**config.mk**
```make
export PLATFORM = sky130hd
export DESIGN_NAME = aic_port
export DESIGN_NICKNAME = d
export VERILOG_FILES = /design/src/rtl/aic_pkg.sv /design/src/rtl/aic_converter.sv /design/src/rtl/aic_port.sv
export SDC_FILE = /design/constraint.sdc
export NUM_CORES = 1
export LEC_CHECK = 0
export BUFFER_PORTS_ARGS = -buffer_cell sky130_fd_sc_hd__buf_2
export CAP_MARGIN = 30
export CORE_AREA = 2 2 99 101
export DETAILED_ROUTE_END_ITERATION = 8
export DIE_AREA = 0 0 101 103
export GPL_ROUTABILITY_DRIVEN = 0
export PLACE_DENSITY = 0.84
export SLEW_MARGIN = 15
export SYNTH_ARGS = -nofsm -noshare
export SYNTH_HDL_FRONTEND = slang
export SYNTH_SLANG_ARGS = --single-unit
```
**constraint.sdc**
```tcl
create_clock -name sys_clk_i -period 5.4 [get_ports sys_clk_i]
set_input_delay 0 -clock sys_clk_i [delete_from_list [all_inputs] [get_ports sys_clk_i]]
set_output_delay 0 -clock sys_clk_i [all_outputs]
set_load 0.01 [all_outputs]
```
**src/rtl/aic_pkg.sv**
```systemverilog
// Overview of operation
// RL1 - Single-ended results clamp to 0 below zero scale and 65535 at reference.
// RL2 - Differential code is INT(32767.5 times input over reference plus 32767.5).
// RL3 - Differential code clamps to 65535 at plus reference, 0 at minus reference.
// RL4 - Entering data output immediately drives the sign bit, bit 15.
// RL5 - Next bit appears after each falling clock edge, MSB first.
// RL6 - Exactly 16 result bits, the last finished conversion, no latency.
// RL7 - Answer address 0010100 with select pin low, 1010100 with it high.
// RL8 - START is data falling with clock high, STOP data rising with clock high.
// RL9 - Repeated START keeps the bus busy and acts exactly like START.
// RL10 - Each unit is eight data bits and one acknowledge bit.
// RL11 - Data changes only while clock is low, except START and STOP.
// RL12 - Master sends 7-bit address then direction, 1 read, 0 write.
// RL13 - No acknowledge while converting; acknowledge matching address once done.
// RL14 - Data output ends after 16 result bits or on STOP.
// RL15 - End of a read starts a new conversion automatically.
// RL16 - Write word: two key bits, rate bit, sleep bit, from first rise.
// RL17 - Program bits accepted only when key bits are 1 then 0.
// RL18 - Rate bit defaults to 0 for slow rate, 1 selects fast rate.
// RL19 - Sleep bit 1 powers down reference and converter after next conversion.
// RL20 - Reference and converter power up when an address is acknowledged.
// RL21 - Master should wait 12ms after waking or discard the first result.
// RL22 - Link runs up to 100 kbit/s standard and 400 kbit/s fast.
// RL23 - Conversion lasts 4.8ms slow or 1.2ms fast and cannot be aborted.
// RL24 - Reset restores defaults and then starts a conversion.
// RL25 - STOP after an acknowledged read address discards result, starts conversion.
// RL26 - After conversion the device naps until an address is acknowledged.
// RL27 - Program word wire order: key high, key low, rate, sleep.
// RL28 - Wrong key pattern leaves rate and sleep settings unchanged.
`default_nettype none
package aic_pkg;
    localparam logic [1:0] REG_CTRL = 2'h0;
    localparam logic [1:0] REG_STATUS = 2'h1;
    localparam logic [1:0] REG_RESULT = 2'h2;
    localparam int CTRL_DIFF_POS = 0;
    localparam logic CTRL_DIFF_RESET = 1'h0;
    localparam int STAT_BUSY_POS = 0;
    localparam int STAT_RATE_POS = 1;
    localparam int STAT_SLEEP_POS = 2;
    localparam int STAT_REF_POS = 3;
    localparam int STAT_CONV_POS = 4;
    localparam logic [6:0] ADDR_SEL_LOW = 7'h14;
    localparam logic [6:0] ADDR_SEL_HIGH = 7'h54;
    localparam int PROG_KEY_HIGH_POS = 3;
    localparam int PROG_KEY_LOW_POS = 2;
    localparam int PROG_RATE_POS = 1;
    localparam int PROG_SLEEP_POS = 0;
    localparam logic PROG_RATE_RESET = 1'h0;
    localparam logic PROG_SLEEP_RESET = 1'h0;
    localparam int RESULT_BITS = 16;
    localparam int CLK_PERIOD_NS = 50;
    localparam int CONV_SLOW_TIME_US = 4800;
    localparam int CONV_FAST_TIME_US = 1200;
    localparam int CONV_SLOW_CYC = CONV_SLOW_TIME_US * 1000 / CLK_PERIOD_NS;
    localparam int CONV_FAST_CYC = CONV_FAST_TIME_US * 1000 / CLK_PERIOD_NS;
    localparam logic signed [18:0] CODE_MAX = 19'sh0ffff;

    typedef struct packed {
        logic rate_select;
        logic reference_sleep;
    } aic_prog_t;
endpackage
`default_nettype wire

```
**src/rtl/aic_converter.sv**
```systemverilog
`timescale 1ns/1ps
`default_nettype none
module aic_converter #(
    parameter int SLOW_CYC = aic_pkg::CONV_SLOW_CYC,
    parameter int FAST_CYC = aic_pkg::CONV_FAST_CYC
) (
    input wire logic sys_clk_i, // System clock
    input wire logic reset_n_i, // Async reset
    input wire logic ce_i, // Clock enable
    input wire logic start_i, // Start request
    input wire logic rate_fast_i, // Fast rate
    input wire logic diff_mode_i, // Differential variant
    input wire logic signed [17:0] sample_i, // Scaled input
    output logic busy_o, // Converting
    output logic done_o, // Finish pulse
    output logic [15:0] result_o // Last result
);
    localparam int CW = $clog2(SLOW_CYC + 1);

    // Single-ended: sample is the code; differential: sample is 65535*x/ref
    function automatic logic [15:0] code_of(input logic diff, input logic signed [17:0] s);
        logic signed [18:0] v;
        v = diff ? ((19'(s) + aic_pkg::CODE_MAX) >>> 1) : 19'(s); // [RL2]
        if (v < 0)
            code_of = 16'h0000; // [RL1] [RL3]
        else if (v > aic_pkg::CODE_MAX)
            code_of = 16'hffff; // [RL1] [RL3]
        else
            code_of = v[15:0];
    endfunction

    logic [CW-1:0] cnt;
    wire [CW-1:0] load_val = rate_fast_i ? CW'(FAST_CYC - 1) : CW'(SLOW_CYC - 1);
    wire finish = busy_o && cnt == '0;

    always_ff @(posedge sys_clk_i or negedge reset_n_i) begin
        if (!reset_n_i) begin
            busy_o <= 1'b0;
            done_o <= 1'b0;
            cnt <= '0;
            result_o <= 16'h0000;
        end else if (ce_i) begin
            done_o <= finish;
            if (!busy_o && start_i) begin // [RL23]
                busy_o <= 1'b1;
                cnt <= load_val;
            end else if (finish) begin
                busy_o <= 1'b0;
                result_o <= code_of(diff_mode_i, sample_i); // [RL6]
            end else if (busy_o) begin
                cnt <= cnt - 1'b1;
            end
        end
    end
endmodule // aic_converter
`default_nettype wire

```
**src/rtl/aic_port.sv**
```systemverilog
// The register offsets and strobed register access were decided locally.
`timescale 1ns/1ps
`default_nettype none
module aic_port #(
    parameter int SLOW_CYC = aic_pkg::CONV_SLOW_CYC,
    parameter int FAST_CYC = aic_pkg::CONV_FAST_CYC
) (
    input wire logic sys_clk_i, // System clock, 20 MHz
    input wire logic reset_n_i, // Async reset, active low
    input wire logic ce_i, // Clock enable
    input wire logic scl_i, // Serial clock pin
    input wire logic sda_i, // Serial data pin level
    output logic sda_o, // Serial data drive value
    output logic sda_oe_o, // Serial data pull-down enable
    input wire logic address_select_pin_i, // Address select pin
    input wire logic signed [17:0] sample_i, // Scaled analog input
    input wire logic [1:0] reg_addr_i, // Register index
    input wire logic [7:0] reg_wdata_i, // Register write data
    input wire logic reg_wr_i, // Register write strobe
    input wire logic reg_rd_i, // Register read strobe
    output logic [15:0] reg_rdata_o, // Register read data
    output logic ref_power_o, // Reference powered
    output logic conv_power_o // Converter powered
);
    typedef enum logic [6:0] {
        ST_IDLE = 7'h01,
        ST_ADDR = 7'h02,
        ST_AACK = 7'h04,
        ST_READ = 7'h08,
        ST_MACK = 7'h10,
        ST_WRITE = 7'h20,
        ST_WACK = 7'h40
    } aic_state_t;

    // Pin synchronisers: scl, sda, address select
    logic [2:0] pin_meta;
    logic [2:0] pin_sync;
    logic scl_d;
    logic sda_d;
    wire [2:0] pin_raw = {address_select_pin_i, sda_i, scl_i};

    genvar g;
    generate
        for (g = 0; g < 3; g++) begin : g_sync
            always_ff @(posedge sys_clk_i or negedge reset_n_i) begin
                if (!reset_n_i) begin
                    pin_meta[g] <= 1'b1;
                    pin_sync[g] <= 1'b1;
                end else if (ce_i) begin
                    pin_meta[g] <= pin_raw[g];
                    pin_sync[g] <= pin_meta[g];
                end
            end
        end
    endgenerate

    // 20 MHz sampling gives 50 samples per bit at 400 kbit/s
    always_ff @(posedge sys_clk_i or negedge reset_n_i) begin // [RL22]
        if (!reset_n_i) begin
            scl_d <= 1'b1;
            sda_d <= 1'b1;
        end else if (ce_i) begin
            scl_d <= pin_sync[0];
            sda_d <= pin_sync[1];
        end
    end

    wire scl_s = pin_sync[0];
    wire sda_s = pin_sync[1];
    wire a0_s = pin_sync[2];
    wire scl_rise = scl_s && !scl_d;
    wire scl_fall = !scl_s && scl_d;
    wire start_w = scl_s && scl_d && sda_d && !sda_s; // [RL8] [RL9]
    wire stop_w = scl_s && scl_d && !sda_d && sda_s; // [RL8]

    // Slave state
    aic_state_t state;
    aic_state_t next_state;
    logic [3:0] bit_cnt;
    logic [3:0] next_bit_cnt;
    logic [7:0] addr_sr;
    logic [3:0] wr_sr;
    logic [15:0] out_sr;
    logic [15:0] next_out_sr;
    logic next_oe;
    logic read_end_w;

    // Conversion and settings
    aic_pkg::aic_prog_t prog;
    logic ctrl_diff;
    logic boot_pending;
    logic conv_busy;
    logic conv_done;
    logic [15:0] conv_result;

    wire [6:0] my_addr = a0_s ? aic_pkg::ADDR_SEL_HIGH : aic_pkg::ADDR_SEL_LOW; // [RL7]
    wire conv_start = boot_pending || read_end_w; // [RL24] [RL15]
    wire in_convert = conv_busy || conv_start;
    wire addr_hit = addr_sr[7:1] == my_addr; // [RL7]
    wire addr_ack = addr_hit && !in_convert; // [RL13]
    wire rw_read = addr_sr[0]; // [RL12]
    wire [3:0] prog_word = {wr_sr[2:0], sda_s}; // [RL27]
    wire prog_load = state == ST_WRITE && scl_rise && bit_cnt == 4'h3; // [RL16]
    wire key_ok = prog_word[aic_pkg::PROG_KEY_HIGH_POS]
        && !prog_word[aic_pkg::PROG_KEY_LOW_POS]; // [RL17]
    wire acked = state == ST_ADDR && scl_fall && bit_cnt == 4'h8 && addr_ack;

    always_comb begin
        next_state = state;
        next_bit_cnt = bit_cnt;
        next_out_sr = out_sr;
        next_oe = sda_oe_o;
        read_end_w = 1'b0;
        if (start_w) begin // [RL9]
            next_state = ST_ADDR;
            next_bit_cnt = 4'h0;
            next_oe = 1'b0;
        end else if (stop_w) begin // [RL14] [RL25]
            read_end_w = state == ST_READ || state == ST_MACK;
            next_state = ST_IDLE;
            next_oe = 1'b0;
        end else begin
            case (state)
                ST_IDLE: begin
                    next_oe = 1'b0;
                end
                ST_ADDR: begin
                    if (scl_rise) begin
                        next_bit_cnt = bit_cnt + 4'h1;
                    end else if (scl_fall && bit_cnt == 4'h8) begin // [RL10]
                        next_state = addr_ack ? ST_AACK : ST_IDLE; // [RL13]
                        next_oe = addr_ack; // [RL13]
                    end
                end
                ST_AACK: begin
                    if (scl_fall) begin // [RL11]
                        next_bit_cnt = 4'h0;
                        if (rw_read) begin
                            next_state = ST_READ;
                            next_out_sr = {conv_result[14:0], 1'b0}; // [RL6]
                            next_oe = !conv_result[15]; // [RL4]
                        end else begin
                            next_state = ST_WRITE;
                            next_oe = 1'b0;
                        end
                    end
                end
                ST_READ: begin
                    if (scl_fall) begin // [RL5] [RL11]
                        if (bit_cnt == 4'hf) begin // [RL14]
                            read_end_w = 1'b1; // [RL15]
                            next_state = ST_IDLE;
                            next_oe = 1'b0;
                        end else if (bit_cnt == 4'h7) begin // [RL10]
                            next_state = ST_MACK;
                            next_bit_cnt = 4'h8;
                            next_oe = 1'b0;
                        end else begin
                            next_bit_cnt = bit_cnt + 4'h1;
                            next_oe = !out_sr[15]; // [RL5]
                            next_out_sr = {out_sr[14:0], 1'b0};
                        end
                    end
                end
                ST_MACK: begin
                    if (scl_fall) begin
                        next_state = ST_READ;
                        next_oe = !out_sr[15]; // [RL5]
                        next_out_sr = {out_sr[14:0], 1'b0};
                    end
                end
                ST_WRITE: begin
                    if (scl_rise) begin
                        next_bit_cnt = bit_cnt + 4'h1;
                    end else if (scl_fall && bit_cnt == 4'h8) begin // [RL10]
                        next_state = ST_WACK;
                        next_oe = 1'b1;
                    end
                end
                ST_WACK: begin
                    if (scl_fall) begin
                        next_state = ST_IDLE;
                        next_oe = 1'b0;
                    end
                end
                default: begin
                    next_state = ST_IDLE;
                    next_oe = 1'b0;
                end
            endcase
        end
    end

    always_ff @(posedge sys_clk_i or negedge reset_n_i) begin
        if (!reset_n_i) begin
            state <= ST_IDLE;
            bit_cnt <= 4'h0;
            out_sr <= 16'h0000;
            sda_oe_o <= 1'b0;
            sda_o <= 1'b0;
        end else if (ce_i) begin
            state <= next_state;
            bit_cnt <= next_bit_cnt;
            out_sr <= next_out_sr;
            sda_oe_o <= next_oe;
            sda_o <= 1'b0;
        end
    end

    // Incoming bits are taken on the rising clock edge
    always_ff @(posedge sys_clk_i or negedge reset_n_i) begin
        if (!reset_n_i) begin
            addr_sr <= 8'h00;
            wr_sr <= 4'h0;
        end else if (ce_i && scl_rise) begin
            if (state == ST_ADDR)
                addr_sr <= {addr_sr[6:0], sda_s};
            if (state == ST_WRITE)
                wr_sr <= {wr_sr[2:0], sda_s}; // [RL16]
        end
    end

    always_ff @(posedge sys_clk_i or negedge reset_n_i) begin
        if (!reset_n_i) begin
            prog.rate_select <= aic_pkg::PROG_RATE_RESET; // [RL24]
            prog.reference_sleep <= aic_pkg::PROG_SLEEP_RESET;
        end else if (ce_i && prog_load && key_ok) begin // [RL17] [RL28]
            prog.rate_select <= prog_word[aic_pkg::PROG_RATE_POS]; // [RL18]
            prog.reference_sleep <= prog_word[aic_pkg::PROG_SLEEP_POS]; // [RL19]
        end
    end

    // Power flags: nap drops the converter, sleep drops the reference too
    always_ff @(posedge sys_clk_i or negedge reset_n_i) begin
        if (!reset_n_i) begin
            boot_pending <= 1'b1;
            ref_power_o <= 1'b1;
            conv_power_o <= 1'b0;
        end else if (ce_i) begin
            boot_pending <= 1'b0; // [RL24]
            if (acked) begin // [RL20]
                ref_power_o <= 1'b1;
                conv_power_o <= 1'b1;
            end else if (conv_done) begin // [RL26]
                conv_power_o <= 1'b0;
                if (prog.reference_sleep)
                    ref_power_o <= 1'b0; // [RL19]
            end else if (conv_start) begin
                conv_power_o <= 1'b1;
            end
        end
    end

    aic_converter #(
        .SLOW_CYC(SLOW_CYC),
        .FAST_CYC(FAST_CYC)
    ) u_conv (
        .sys_clk_i(sys_clk_i),
        .reset_n_i(reset_n_i),
        .ce_i(ce_i),
        .start_i(conv_start),
        .rate_fast_i(prog.rate_select), // [RL18]
        .diff_mode_i(ctrl_diff),
        .sample_i(sample_i),
        .busy_o(conv_busy),
        .done_o(conv_done),
        .result_o(conv_result)
    );

    // Register port
    wire [15:0] status_word = {11'h000, conv_power_o, ref_power_o,
        prog.reference_sleep, prog.rate_select, conv_busy};
    wire [15:0] read_mux = reg_addr_i == aic_pkg::REG_CTRL ? {15'h0000, ctrl_diff} :
        reg_addr_i == aic_pkg::REG_STATUS ? status_word :
        reg_addr_i == aic_pkg::REG_RESULT ? conv_result : 16'h0000;

    always_ff @(posedge sys_clk_i or negedge reset_n_i) begin
        if (!reset_n_i) begin
            ctrl_diff <= aic_pkg::CTRL_DIFF_RESET;
            reg_rdata_o <= 16'h0000;
        end else if (ce_i) begin
            reg_rdata_o <= reg_rd_i ? read_mux : 16'h0000;
            if (reg_wr_i && reg_addr_i == aic_pkg::REG_CTRL)
                ctrl_diff <= reg_wdata_i[aic_pkg::CTRL_DIFF_POS];
        end
    end
endmodule // aic_port
`default_nettype wire

```
==> flow_summary.json <==
{
  "status": "completed",
  "drc_errors": 0,
  "rsz0062_at_grt": "no",
  "max_cap_viol_count": 0,
  "syn-instance-count": 602,
  "syn_area_um2": 5828,
  "critical_path.max_fanout": 17,
  "cts_setup_buffers": 0,
  "slew_viol_final": 0,
  "hold_class": "in -> reg",
  "clkSinkCount": 103,
  "io_pins": 56,
  "fp.coreArea_um2": 9459,
  "gr-usage-met2": 0.4441,
  "cts_hold_buf": 8,
  "hold_viol_final": 0,
  "final_common_cell": "dfrtp_1",
  "total_power_mw": 1.986,
  "synth_area_leaders": "dfrtp_1 (40%), dfstp_2 (5.0%), mux2_2 (4.8%)",
  "grt_pass1_vias": 4766,
  "tns_ns": 0,
  "final_cell_mix": "dfrtp_1 (92), buf_2 (47), nor2_1 (40), a21oi_1 (36)",
  "nNetsFinal": 681,
  "placedCellCount": 734,
  "antenna_found_initial": 0,
  "area_growth_syn_to_layout_pct": 10.00,
  "numPortBuffers": 47,
  "syn_avg_cell_area_um2": 9.681,
  "h-tree-depth": 3,
  "grt.busiest_layer": "met2",
  "use_met1": 0.3828,
  "tritoncts": "done",
  "tightest_slew_ns": 0.9233,
  "initial_core_util": 0.6161,
  "finalCritPeriodShare": 0.5603,
  "overflow": 0,
  "clk_latency_ns": 0.38,
  "via_per_inst": 6.767,
  "rr_worst_depth": 5,
  "use_met3": 0.05153,
  "post-route-min-period_ns": 3.025,
  "clock_path_buffers": 2,
  "synth_ff_type": "dfrtp_1",
  "rrSetupSlack_ns": 2.37,
  "synth_top_area_cell": "dfrtp_1",
  "fin_skew_ns": 0.01619,
  "r2r-start": "u_conv.cnt[5]$_DFFE_PN0P_",
  "die_y_um": 103,
  "cts_buffers": 9,
  "cts_resized": 0,
  "insertedDiodeCount": 0,
  "synth_nets": 642,
  "cp-end-kind": "register",
  "rows": 36,
  "drive_gt1_frac": 0.1920,
  "cp.arrival_ns": 3.29,
  "grt_pass1_wl_um": 22800,
  "ys_types": 75,
  "hold_slack_ns": 0.02536,
  "grt_usage": 0.2786,
  "power_per_cell_area_nw_per_um2": 309.8,
  "leakagePower_nw": 2.890,
  "synth_edf_count": 0,
  "path_class": "reg -> reg",
  "start_kind": "register",
  "wirelength_um": 13810,
  "detail-route-antenna-nets": 0,
  "synthArstFlopShare": 1.000,
  "final_cells": 760,
  "drtIter0Drc": 477,
  "die_w_um": 101,
  "max-vdd-ir-drop_uv": 221.0,
  "yosys_warnings": 0,
  "grt_max_degree": 74,
  "dpl.hpwl_um": 9832,
  "root_buffer": "clkbuf_8",
  "ys_seq_area_frac": 0.4446,
  "clk_pin_slew_worst_paths_ns": 0.10,
  "min_path_cells": 4,
  "num_vias": 5143,
  "die_area_um2": 10400,
  "min_from": "reg_addr_i[0]",
  "ys_ff_latch": 103,
  "finalSetupViolCount": 0,
  "synth_top_area_share": 0.3950,
  "rr_endpoint": "u_conv.result_o[13]$_DFFE_PN0P_",
  "worst-endpoint-required_ns": 5.67,
  "whs_endpoint": "reg_rdata_o[0]$_DFFE_PN0P_",
  "drt-pass1-iter-count": 5,
  "final_util": 0.6778,
  "wl_per_cell_um": 18.17,
  "relSlewSlack": 0.3827,
  "timing.fmax_mhz": 330.5
}
## how the worst max path moves through the flow
stage | start | endpoint | cells past startpoint
2_1_floorplan | u_conv.cnt[5]$_DFFE_PN0P_ | u_conv.result_o[10]$_DFFE_PN0P_ | 8
3_3_place_gp | u_conv.cnt[5]$_DFFE_PN0P_ | u_conv.result_o[11]$_DFFE_PN0P_ | 5
3_5_place_dp | u_conv.cnt[5]$_DFFE_PN0P_ | u_conv.result_o[10]$_DFFE_PN0P_ | 5
4_1_cts | u_conv.cnt[5]$_DFFE_PN0P_ | u_conv.result_o[10]$_DFFE_PN0P_ | 5
5_1_grt | u_conv.cnt[5]$_DFFE_PN0P_ | u_conv.result_o[10]$_DFFE_PN0P_ | 5
6_report | u_conv.cnt[5]$_DFFE_PN0P_ | u_conv.result_o[13]$_DFFE_PN0P_ | 5
## kinds of logic after synthesis
family,Yosys count,share of synthesized area
AND/OR/NAND/NOR,206,0.1992
AO/OA/AOI/OAI,169,0.2018
flip-flops,103,0.4446
buffers and inverters,63,0.04530
multiplexers,48,0.08781
XOR/XNOR,8,0.01202
adder cells (fa/ha/maj),4,0.008588
other,1,0.0006434
## per-layer routing
layer	part of all wire	wire length, um	vias to the layer above
li1	-	-	2360
met1	0.43	5988	2505
met5	0	0	-
met3	0.071	975	45
met2	0.47	6483	233
met4	0.026	358	0
## area by class of cell
cell class / count / area (um^2)
clock buffer: 11 / 141.4
clock inverter: 5 / 63.81
fill: 738 / 3048
inverter: 30 / 112.6
multi-input combinational: 436 / 2979
sequential: 103 / 2591
tap: 114 / 142.6
timing repair buffer: 61 / 380.4
## registers in the layout, indices dropped and copies added, names as in the netlist, 2 cells and up
signal and flops:
addr_sr 8, bit_cnt 4, out_sr 15, pin_meta 3, prog 2, reg_rdata_o 16
state 7, u_conv.cnt 17, u_conv.result_o 16, wr_sr 3
## critical path, cell delays in order, from the launching register on
cell	delay, ns
dfrtp_1	0.42
or4_4	0.57
or4_4	0.57
nor3_4	0.58
o311ai_1	0.42
o221a_2	0.35
## report_power, final
group / switching (mW) / internal (mW)
Combinational: 0.272 / 0.209
Clock: 0.267 / 0.231
Sequential: 0.123 / 0.883
## stage by stage
stage / cell area (um^2) / worst slack [ns]
floorplan: 5828 / 2.758
global placement: 6093 / 2.448
detailed placement: 6093 / 2.406
CTS: 6379 / 2.383
global route: 6411 / 2.202
finish: 6411 / 2.375
## cell usage after synthesis (all sizes together) (4+ instances only)
| library cell | count |
|---|---|
| a21oi | 36 |
| inv | 30 |
| a21o | 4 |
| a31oi | 10 |
| o211ai | 5 |
| a211oi | 7 |
| nand2 | 34 |
| nand3 | 23 |
| nor3 | 19 |
| mux2i | 23 |
| nor4 | 15 |
| dfstp | 11 |
| nor2b | 9 |
| a22o | 12 |
| o31ai | 5 |
| xor2 | 5 |
| nor2 | 40 |
| or3 | 15 |
| dfrtp | 92 |
| a22oi | 5 |
| clkbuf | 27 |
| o21a | 7 |
| and4b | 4 |
| and4 | 4 |
| o21ai | 34 |
| nand2b | 7 |
| and3 | 4 |
| buf | 6 |
| ha | 4 |
| nand4 | 5 |
| or4 | 6 |
| nor4b | 5 |
| o221a | 9 |
| mux2 | 25 |
No activity file was read; power rests on OpenSTA's default activity.
